--- src/rtl/tptc_defines.svh ---
`ifndef TPTC_DEFINES_SVH
`define TPTC_DEFINES_SVH
// ----------------------------------------------------------------
// register indices (byte address = index * 4)
// ----------------------------------------------------------------
`define TPTC_IDX_CTRL    8'h64
`define TPTC_IDX_CFG     8'h65
`define TPTC_IDX_IA      8'h66
`define TPTC_IDX_ID      8'h67
`define TPTC_IDX_STAT    8'h68
// ----------------------------------------------------------------
// field positions and reset values
// ----------------------------------------------------------------
`define TPTC_CTRL_EN     0
`define TPTC_CFG_EXTCLK  3
`define TPTC_CFG_TSEL    2
`define TPTC_CFG_INV     1
`define TPTC_CFG_SCROLL  0
`define TPTC_RST_BYTE    8'h00
// ----------------------------------------------------------------
// indirect map locations
// ----------------------------------------------------------------
`define TPTC_IND_HOLD    8'h00
`define TPTC_IND_HTOT_L  8'h01
`define TPTC_IND_HTOT_H  8'h02
`define TPTC_IND_VTOT_L  8'h03
`define TPTC_IND_VTOT_H  8'h04
`define TPTC_IND_HACT_L  8'h05
`define TPTC_IND_HACT_H  8'h06
`define TPTC_IND_VACT_L  8'h07
`define TPTC_IND_VACT_H  8'h08
`define TPTC_IND_HSW     8'h09
`define TPTC_IND_VSW     8'h0A
`define TPTC_IND_HBP     8'h0B
`define TPTC_IND_VBP     8'h0C
`define TPTC_IND_SYNC    8'h0D
`define TPTC_IND_MASK    8'h0E
`define TPTC_IND_SEL     8'h0F
// ----------------------------------------------------------------
// internal divided clock: one pixel every DIV_LAST+1 cycles
// ----------------------------------------------------------------
`define TPTC_DIV_LAST    4'h1
`endif

--- src/rtl/tptc_pkg.sv ---
package tptc_pkg;
	// ------------------------------------------------------------
	// carriers
	// ------------------------------------------------------------
	typedef struct packed {
		logic        de;
		logic        hs;
		logic        vs;
		logic [23:0] rgb;
	} tptc_vid_t;

	typedef struct packed {
		logic      pclk;
		tptc_vid_t vid;
	} tptc_pin_t;

	typedef struct packed {
		logic              en;
		logic [7:0]        cfg;
		logic [7:0]        ia;
		logic [255:0][7:0] mem;
		logic              ack;
		logic [31:0]       rdata;
		tptc_pin_t         s1;
		tptc_pin_t         s2;
		logic              pclk_d;
		logic [3:0]        div;
		logic [11:0]       h;
		logic [11:0]       v;
		logic [11:0]       x;
		logic [11:0]       y;
		logic              de_d;
		logic              vs_d;
		logic [2:0]        pat;
		logic [7:0]        frames;
		tptc_vid_t         out;
	} tptc_state_t;
endpackage : tptc_pkg

--- src/rtl/tptc_top.sv ---
// Summary of operation
// [RULE1] internal timing: cfg bit3 0 picks divided clock, 1 external pixel clock
// [RULE2] cfg bit2 0: timing comes from incoming pixel clock, DE, HS, VS
// [RULE3] cfg bit2 1: own timing from programmed totals, actives, widths, porches
// [RULE4] cfg bit1 inverts every pattern colour bit when set
// [RULE5] auto-scroll off: the selected pattern is held indefinitely
// [RULE6] auto-scroll on: step to next enabled pattern after hold frames
// [RULE7] 8-bit indirect address register, read/write, resets to zero
// [RULE8] software sets the indirect address before each data window access
// [RULE9] write to indirect data stores the byte at the indirect address
// [RULE10] read of indirect data returns the byte at the indirect address
// [RULE11] patterns appear only with master enable set; else video passes
// [RULE12] indirect space is 256 zero-reset bytes holding timing settings
//
// Register access over Avalon-MM was decided locally.
`include "tptc_defines.svh"
`timescale 1ns/1ps
`default_nettype none
module tptc_top (
	input  wire logic             clk_i,            // 20 MHz clock
	input  wire logic             sys_rst_i,        // async reset, high
	input  wire logic [9:0]       avs_address_i,    // byte address
	input  wire logic             avs_read_i,       // read request
	input  wire logic             avs_write_i,      // write request
	input  wire logic [31:0]      avs_writedata_i,  // write data
	input  wire logic [3:0]       avs_byteenable_i, // byte lanes
	output logic      [31:0]      avs_readdata_o,   // read data
	output logic                  avs_waitrequest_o,// stall
	input  wire logic             ext_pclk_i,       // pixel clock pin
	input  wire tptc_pkg::tptc_vid_t vid_i,         // incoming video
	output tptc_pkg::tptc_vid_t   vid_o,            // video out
	output logic                  pattern_active_o, // insertion on
	output logic      [2:0]       current_pattern_o // shown pattern
);
	// ------------------------------------------------------------
	// helpers
	// ------------------------------------------------------------
	function automatic logic [11:0] get12(
		input logic [255:0][7:0] m,
		input logic [7:0]        lo
	);
		get12 = {m[8'(lo + 8'h01)][3:0], m[lo]};
	endfunction : get12

	function automatic logic [11:0] ext12(input logic [7:0] b);
		ext12 = {4'h0, b};
	endfunction : ext12

	function automatic logic [23:0] pattern_color(
		input logic [2:0]  p,
		input logic [11:0] x,
		input logic [11:0] y
	);
		unique case (p)
			3'h0: pattern_color = {{8{x[7]}}, {8{x[6]}}, {8{x[5]}}};
			3'h1: pattern_color = 24'hFFFFFF;
			3'h2: pattern_color = 24'h000000;
			3'h3: pattern_color = 24'hFF0000;
			3'h4: pattern_color = 24'h00FF00;
			3'h5: pattern_color = 24'h0000FF;
			3'h6: pattern_color = {3{x[7:0]}};
			3'h7: pattern_color = {24{x[0] ^ y[0]}};
		endcase
	endfunction : pattern_color

	function automatic logic [2:0] next_enabled(
		input logic [2:0] cur,
		input logic [7:0] mask
	);
		logic [2:0] c;
		logic       found;
		next_enabled = cur;
		found = 1'b0;
		for (int i = 1; i < 8; i++) begin
			c = 3'(cur + 3'(i));
			if (!found && mask[c]) begin
				next_enabled = c;
				found = 1'b1;
			end
		end
	endfunction : next_enabled

	// ------------------------------------------------------------
	// state
	// ------------------------------------------------------------
	tptc_pkg::tptc_state_t r_reg;
	tptc_pkg::tptc_state_t r_next;
	logic                  req;
	logic                  take;
	logic [7:0]            idx;
	logic                  pix_en;
	logic                  div_tick;
	logic                  ext_edge;
	logic                  use_int;
	logic                  frame_start;
	logic [11:0]           htot;
	logic [11:0]           vtot;
	logic [11:0]           hstart;
	logic [11:0]           vstart;
	logic                  int_de;
	logic                  int_hs;
	logic                  int_vs;
	logic                  h_last;
	logic                  v_last;
	logic [7:0]            hold;
	tptc_pkg::tptc_vid_t   vin;

	// ------------------------------------------------------------
	// next state
	// ------------------------------------------------------------
	always_comb begin
		r_next = r_reg;
		// bus slave: one wait cycle, commit at the released edge
		req  = avs_read_i | avs_write_i;
		take = req & r_reg.ack;
		idx  = avs_address_i[9:2];
		r_next.ack = req & ~r_reg.ack;
		if (req && !r_reg.ack) begin
			unique case (idx)
				`TPTC_IDX_CTRL: r_next.rdata = {31'h0, r_reg.en};
				`TPTC_IDX_CFG:  r_next.rdata = {24'h0, r_reg.cfg};
				`TPTC_IDX_IA:   r_next.rdata = {24'h0, r_reg.ia}; // RULE7
				`TPTC_IDX_ID:   r_next.rdata = {24'h0,
					r_reg.mem[r_reg.ia]};                      // RULE10
				`TPTC_IDX_STAT: r_next.rdata = {25'h0, r_reg.pat,
					3'h0, r_reg.en};
				default:        r_next.rdata = 32'h0;
			endcase
		end
		if (take && avs_write_i && avs_byteenable_i[0]) begin
			unique case (idx)
				`TPTC_IDX_CTRL: r_next.en  =
					avs_writedata_i[`TPTC_CTRL_EN];
				`TPTC_IDX_CFG:  r_next.cfg = avs_writedata_i[7:0];
				`TPTC_IDX_IA:   r_next.ia  = avs_writedata_i[7:0]; // RULE7
				`TPTC_IDX_ID:   r_next.mem[r_reg.ia] =
					avs_writedata_i[7:0];                      // RULE9 RULE12
				default: ;
			endcase
		end

		// pin synchronisers
		r_next.s1     = {ext_pclk_i, vid_i};
		r_next.s2     = r_reg.s1;
		vin           = r_reg.s2.vid;
		r_next.pclk_d = r_reg.s2.pclk;
		ext_edge      = r_reg.s2.pclk & ~r_reg.pclk_d;

		// pixel rate selection
		div_tick   = (r_reg.div == `TPTC_DIV_LAST);
		r_next.div = div_tick ? 4'h0 : 4'(r_reg.div + 4'h1);
		use_int    = r_reg.cfg[`TPTC_CFG_TSEL];                // RULE2 RULE3
		pix_en     = (use_int && !r_reg.cfg[`TPTC_CFG_EXTCLK]) ?
			div_tick : ext_edge;                               // RULE1

		// internal frame timing from the indirect map
		htot   = get12(r_reg.mem, `TPTC_IND_HTOT_L);           // RULE3
		vtot   = get12(r_reg.mem, `TPTC_IND_VTOT_L);
		hstart = 12'(ext12(r_reg.mem[`TPTC_IND_HSW]) +
			ext12(r_reg.mem[`TPTC_IND_HBP]));
		vstart = 12'(ext12(r_reg.mem[`TPTC_IND_VSW]) +
			ext12(r_reg.mem[`TPTC_IND_VBP]));
		h_last = 12'(r_reg.h + 12'h001) >= htot;
		v_last = 12'(r_reg.v + 12'h001) >= vtot;
		int_hs = (r_reg.h < ext12(r_reg.mem[`TPTC_IND_HSW])) ^
			r_reg.mem[`TPTC_IND_SYNC][0];
		int_vs = (r_reg.v < ext12(r_reg.mem[`TPTC_IND_VSW])) ^
			r_reg.mem[`TPTC_IND_SYNC][1];
		int_de = (r_reg.h >= hstart) && (r_reg.v >= vstart) &&
			(r_reg.h < 12'(hstart +
				get12(r_reg.mem, `TPTC_IND_HACT_L))) &&
			(r_reg.v < 12'(vstart +
				get12(r_reg.mem, `TPTC_IND_VACT_L)));
		if (pix_en && use_int) begin                           // RULE3
			r_next.h = h_last ? 12'h000 : 12'(r_reg.h + 12'h001);
			if (h_last)
				r_next.v = v_last ? 12'h000 : 12'(r_reg.v + 12'h001);
		end
		if (use_int) begin
			r_next.x = 12'(r_reg.h - hstart);
			r_next.y = 12'(r_reg.v - vstart);
		end else if (pix_en) begin                             // RULE2
			r_next.x = vin.de ? 12'(r_reg.x + 12'h001) : 12'h000;
			if (r_reg.de_d && !vin.de)
				r_next.y = 12'(r_reg.y + 12'h001);
			if (vin.vs && !r_reg.vs_d)
				r_next.y = 12'h000;
		end
		if (pix_en) begin
			r_next.de_d = vin.de;
			r_next.vs_d = vin.vs;
		end
		frame_start = use_int ? (pix_en && h_last && v_last) :
			(pix_en && vin.vs && !r_reg.vs_d);

		// pattern selection and auto-scroll
		hold = (r_reg.mem[`TPTC_IND_HOLD] == 8'h00) ? 8'h01 :
			r_reg.mem[`TPTC_IND_HOLD];
		if (!r_reg.cfg[`TPTC_CFG_SCROLL]) begin
			r_next.pat    = r_reg.mem[`TPTC_IND_SEL][2:0];     // RULE5
			r_next.frames = 8'h00;
		end else if (frame_start) begin
			if (8'(r_reg.frames + 8'h01) >= hold) begin        // RULE6
				r_next.frames = 8'h00;
				r_next.pat    = next_enabled(r_reg.pat,
					r_reg.mem[`TPTC_IND_MASK]);
			end else begin
				r_next.frames = 8'(r_reg.frames + 8'h01);
			end
		end

		// output stage
		if (pix_en) begin
			if (!r_reg.en) begin
				r_next.out = vin;                              // RULE11
			end else begin
				r_next.out.de  = use_int ? int_de : vin.de;
				r_next.out.hs  = use_int ? int_hs : vin.hs;
				r_next.out.vs  = use_int ? int_vs : vin.vs;
				r_next.out.rgb = (use_int ? int_de : vin.de) ?
					(pattern_color(r_reg.pat, r_reg.x, r_reg.y) ^
					{24{r_reg.cfg[`TPTC_CFG_INV]}}) :          // RULE4
					24'h000000;
			end
		end
	end

	// ------------------------------------------------------------
	// registers
	// ------------------------------------------------------------
	always_ff @(posedge clk_i or posedge sys_rst_i) begin
		if (sys_rst_i) begin
			r_reg <= '0;                                       // RULE12
		end else begin
			r_reg <= r_next;
		end
	end

	assign avs_readdata_o    = r_reg.rdata;
	assign avs_waitrequest_o = req & ~r_reg.ack;
	assign vid_o             = r_reg.out;
	assign pattern_active_o  = r_reg.en;
	assign current_pattern_o = r_reg.pat;
endmodule : tptc_top
`default_nettype wire

--- config.mk ---
export PLATFORM = sky130hd
export DESIGN_NAME = tptc_top
export DESIGN_NICKNAME = d
export VERILOG_FILES = /design/src/rtl/tptc_pkg.sv /design/src/rtl/tptc_top.sv
export VERILOG_INCLUDE_DIRS = /design/src /design/src/rtl
export SDC_FILE = /design/constraint.sdc
export NUM_CORES = 2
export LEC_CHECK = 0
export BUFFER_PORTS_ARGS = -buffer_cell sky130_fd_sc_hd__buf_4
export CAP_MARGIN = 15
export CORE_AREA = 4 4 423 425
export CTS_CLUSTER_SIZE = 14
export DETAILED_ROUTE_END_ITERATION = 10
export DIE_AREA = 0 0 427 429
export HOLD_SLACK_MARGIN = 0.15
export PLACE_DENSITY = 0.79
export SLEW_MARGIN = 20
export SYNTH_ARGS = -nofsm -noshare
export SYNTH_HDL_FRONTEND = slang
export SYNTH_SLANG_ARGS = --single-unit
--- constraint.sdc ---
create_clock -name clk_i -period 96.5 [get_ports clk_i]
set_input_delay 24.125 -clock clk_i [delete_from_list [all_inputs] [get_ports clk_i]]
set_output_delay 24.125 -clock clk_i [all_outputs]
set_load 0.02 [all_outputs]
# Yosys cells after proc, flatten, opt, wreduce, memory -nomap -nowiden
# Index checks and enable logic that the tools add are counted.
# totals
register_bits,2247
input_bits,78
elab_cells,464
# op_classes
addsub,19
magnitude_cmp,18
eq_ne,16
n_mux,74
n_bitwise,10
reduce_logical,42
# op_table
operator,n
$bwmux W2048,1
$pmux W24 S8,1
$mux W24,5
$bmux W8 S8,1
$demux W8 S8,1
$mux W12,5
$add A12 B1 Y12 const B,4
$eq A8 B7 Y1 const B,5
$pmux W8 S5,1
$mux W1,36
$mux W8,4
$lt A3 B4 Y1 const B,7
$mux W27,1
$add A9 B12 Y12,2
$ge A12 B12 Y1,2
$ge A12 B9 Y1,2
$lt A12 B12 Y1,2
$lt A12 B8 Y1,2
$mux W3,8
$sub A12 B9 Y12,2
$xor A24 B24 Y24,1
$mux W11,2
$bmux W1 S3,7
$logic_and A1 B1 Y1,21
other kinds (27),56

# Depth between registers and ports, before layout
# logic_depth
ltp_word,44
depth_mapped,24

# Worst setup path after synthesis
# OpenSTA, ideal clock, no wires.
# synth_timing
path_kind,input-to-output
from,in avs_write_i
to,out avs_waitrequest_o
arrival_ns,24.780
path_slack_ns,47.595
stages,3
path_cell_list,o21bai_1 clkbuf_1 inv_1
# synth_via
elab_chain_cells,2
# synth_lines
element,line_no,text
from (decl),tptc_top.sv:24,"input wire logic avs_write_i,"
$or A1 B1 Y1,tptc_top.sv:114,req = avs_read_i | avs_write_i;
$and A1 B1 Y1,tptc_top.sv:240,assign avs_waitrequest_o = req & ~r_reg.ack;
to (decl),tptc_top.sv:28,"output logic avs_waitrequest_o,"
# Every way passes these cells.

# Worst setup path in the final report
# Ends and elaborated chain as after synthesis.

==> parameters.txt <==
Parameter                              Value

Status
  Run status ... finished, final reports clean

Detailed routing
  Via count ... 61.9k
  Mean number of vias per cell ... 6.61
  Antenna violation net count after detailed routing ... 0
  DRC ... 0
  Number of DRC markers after the initial detailed-route iteration ... 5683
  First-pass detailed-route iteration total ... 8
  Final routed wirelength across all metal layers ... 272 mm
  WL per Instance ... 29.0 um

Yosys
  Synthesized area per cell ... 15.1 um2
  Part of the Yosys area used for sequential elements ... 52.8%
  Top area cells in the synthesized netlist ... dfrtp_1, mux2_2, mux4_2, ha_1, clkbuf_1
  Number of enable flip-flop cells after synthesis ... 0
  Count of distinct cell types in the synthesized netlist ... 74
  Fraction of synthesis flops using an asynchronous set or reset pin ... 100%
  Largest area contributor in the synthesized netlist ... dfrtp_1
  Syn Inst Count ... 6927
  Post-synthesis instance area ... 0.105 mm2
  Yosys warnings ... 0
  Number of storage elements in the synthesis netlist ... 2208
  Top-area cell type share of the netlist area ... 52.8%
  Main flop type after synthesis ... dfrtp_1

Placement
  Post-place instance area ... 0.107 mm2
  Placed Cells ... 8953
  Final RePlAce weighted congestion ... 0.912
  HPWL reported at the end of detailed placement ... 171 mm
  Port buffer count ... 88

STA
  Relative slew margins ... 21.2%
  Final Hold Fails ... 0
  RSZ-0062 raised after global routing ... no
  Maximum clock rate ... 20.2 MHz
  Final number of setup-violating endpoints ... 0
  Post-route clock skew ... 0.0606 ns
  Worst-margin pin slew ... 1.18 ns
  Tcrit/Tclk final ... 51.4%
  Period minus WS final ... 49.57 ns
  TNS Setup ... 0 ns
  Slew Viols, Final ... 0

Die
  Area of the die ... 0.183 mm2
  Number of I/O pins ... 142
  Width of the die ... 427 um
  Num rows ... 154
  Chip Height ... 429 um
  Initial Util ... 59.6%
  CORE AREA ... 0.175 mm2

Global routing
  First-pass GRT wire length ... 413 mm
  Maximum number of pins on one net before global-route repair ... 197
  Via count of the first global-routing pass ... 64.7k
  Overall overflow remaining after global route ... 0
  Antenna violations before repair ... 3
  GRT Resource Usage Total ... 29.9%

Pwr
  Leakage ... 0.0537 uW
  Power Density ... 16.4 mW/mm2
  Overall Power ... 1880 uW
  Max VDD drop ... 0.0162 mV

Finish
  Number of flip-flops under the largest register name ... 2128
  Most common cell after layout, fill and taps aside ... dfrtp_1
  Post-layout utilization of the core ... 65.4%
  Final design area excluding fillers ... 0.115 mm2
  Area growth from synthesis to layout ... 9.74%
  Filler Cell Count ... 12.0k
  Ratio of cells with drive above 1 in the final layout ... 48.4%
  Sequential Area ... 0.0553 mm2
  Most used cells in the layout excluding fill and tap cells ... dfrtp_1, mux2_2, mux4_2
  # nets final ... 7054
  Total area of multi-input combinational cells ... 0.0468 mm2
  Count of placed standard cells in the final layout, fillers left out ... 9367

Setup path
  Largest stage delay on the critical path ... 0.60 ns
  Critical R2R Capture ... avs_readdata_o[5]$_DFFE_PP0P_
  Reg2Reg Setup Slack ... 89.86 ns
  Critical path's most frequent cell ... buf_4
  Chain of cells forming the critical path ... buf_4 > o21bai_2 > inv_1 > buf_4
  WP data required ... 72.38 ns
  R2R depth ... 12
  Critical path's slowest cell ... o21bai_2
  Critical path type ... primary input to output port
  Worst setup SP type ... primary input
  R2r startpoint ... r_reg[2230]$_DFFE_PP0P_
  Data arrival time of the critical path ... 25.44 ns
  Worst Setup End Kind ... output port
  CP top delay family ... buffers and inverters
  Count of buffer and inverter cells on the critical path ... 3
  Critical Path Fanout Max ... 12

CTS
  Skew-Pair Late Insertion Delay ... 0.87 ns
  Clock sink count ... 2208
  Resize count post-CTS ... 0
  Number of buffers created by CTS ... 216
  TritonCTS clock tree ... yes
  Buffers from clock root to sink, at most ... 3
  Cell at the root of the clock tree ... clkbuf_16
  Setup bufs post-CTS ... 0
  Total number of H-tree levels ... 4
  Clock transition time at the flip-flop clock pins of the worst setup and hold paths ... 0.06 ns
  CTS hold repair buffers ... 0

Worst hold path
  Launch instance of the worst min-delay path ... r_next[105]$_DFF_PP0_
  Worst Hold Path Cells ... 0
  Kind of path behind the tightest hold check ... flip-flop to flip-flop
  Destination of the worst hold path ... r_reg[105]$_DFF_PP0_

Job
  Number of maximum-capacitance constraint violations ... 0
## layer usage
layer	vias up	GRT usage (%)	share of wire, %
met2	2376	45.8	47
met4	8	13.4	5.1
li1	25507	-	-
met5	-	0.767	0.077
met3	620	7.19	7.9
met1	33421	40.9	40
## logic make-up (layout without fill, tap and decap cells)
kind of cell	Yosys count	in the layout	synth area share [%]
AO/OA/AOI/OAI	455	455	2.81
adder cells (fa/ha/maj)	138	138	1.69
buffers and inverters	636	709	2.63
XOR/XNOR	90	90	0.754
multiplexers	2727	2727	36.2
AND/OR/NAND/NOR	672	672	3.10
other	1	28	0.00359
flip-flops	2208	2208	52.8
## metrics by stage
step	hold WS (ns)	worst slack, ns
floorplan	0.331	9.99
global placement	0.333	46.55
detailed placement	0.335	46.50
CTS	0.349	46.47
global route	0.358	46.95
finish	0.349	46.93
## worst max path at each step
stage,start,to,slack (ns),cells past startpoint
4_1_cts,avs_write_i,avs_waitrequest_o,46.47,4
2_1_floorplan,sys_rst_i,avs_readdata_o[0]$_DFFE_PP0P_,9.99,1
5_1_grt,avs_write_i,avs_waitrequest_o,46.95,4
3_5_place_dp,avs_write_i,avs_waitrequest_o,46.50,4
3_3_place_gp,avs_write_i,avs_waitrequest_o,46.55,4
6_report,avs_write_i,avs_waitrequest_o,46.93,4
## cells in the mapped netlist, drive strengths merged, types with 4 or more instances
library cell and number:
nand2b 27, or2 8, mux2i 26, o31ai 7
a22o 17, a2111oi 5, ha 133, nand4 13
nor4 12, a221oi 15, nand2 206, and4 7
or4 4, nor2b 17, fa 5, mux4 630
xor2 26, a21boi 5, o31a 4, a211oi 33
a32oi 4, a21oi 151, nor2 291, xnor2 64
o21ai 72, a31oi 4, nor3 20, o2111ai 4
inv 106, mux2 2071, o221ai 5, a22oi 52
dfrtp 2208, a21o 35, buf 202, and2 6
o21bai 11, o22ai 11, nand3 39, a222oi 5
clkbuf 328, and3 11
## area by class of cell
cell class / instances / share of cell area [%]
clock buffers: 332 / 5.67
inverters: 106 / 0.353
flip-flops and latches: 2208 / 48.2
repair buffers: 200 / 1.59
well taps: 2340 / 2.55
clock inverters: 71 / 0.916
diodes: 4 / 0.00872
multi-input cells: 4106 / 40.7
## where the power goes
part           internal, uW  switching [uW]
Clock                   523             366
Combinational          13.8            49.0
Sequential              930            3.54
Total                  1470             419
## worst register-to-register path: cells and delay by family (launching register included)
| kind | cells | cell delay [ns] |
|---|---|---|
| compound gates | 2 | 1.05 |
| buf+inv | 4 | 2.73 |
| flops | 1 | 0.71 |
| simple gates | 4 | 0.83 |
| mux | 2 | 1.19 |
Power figures use the tool's default switching activity.
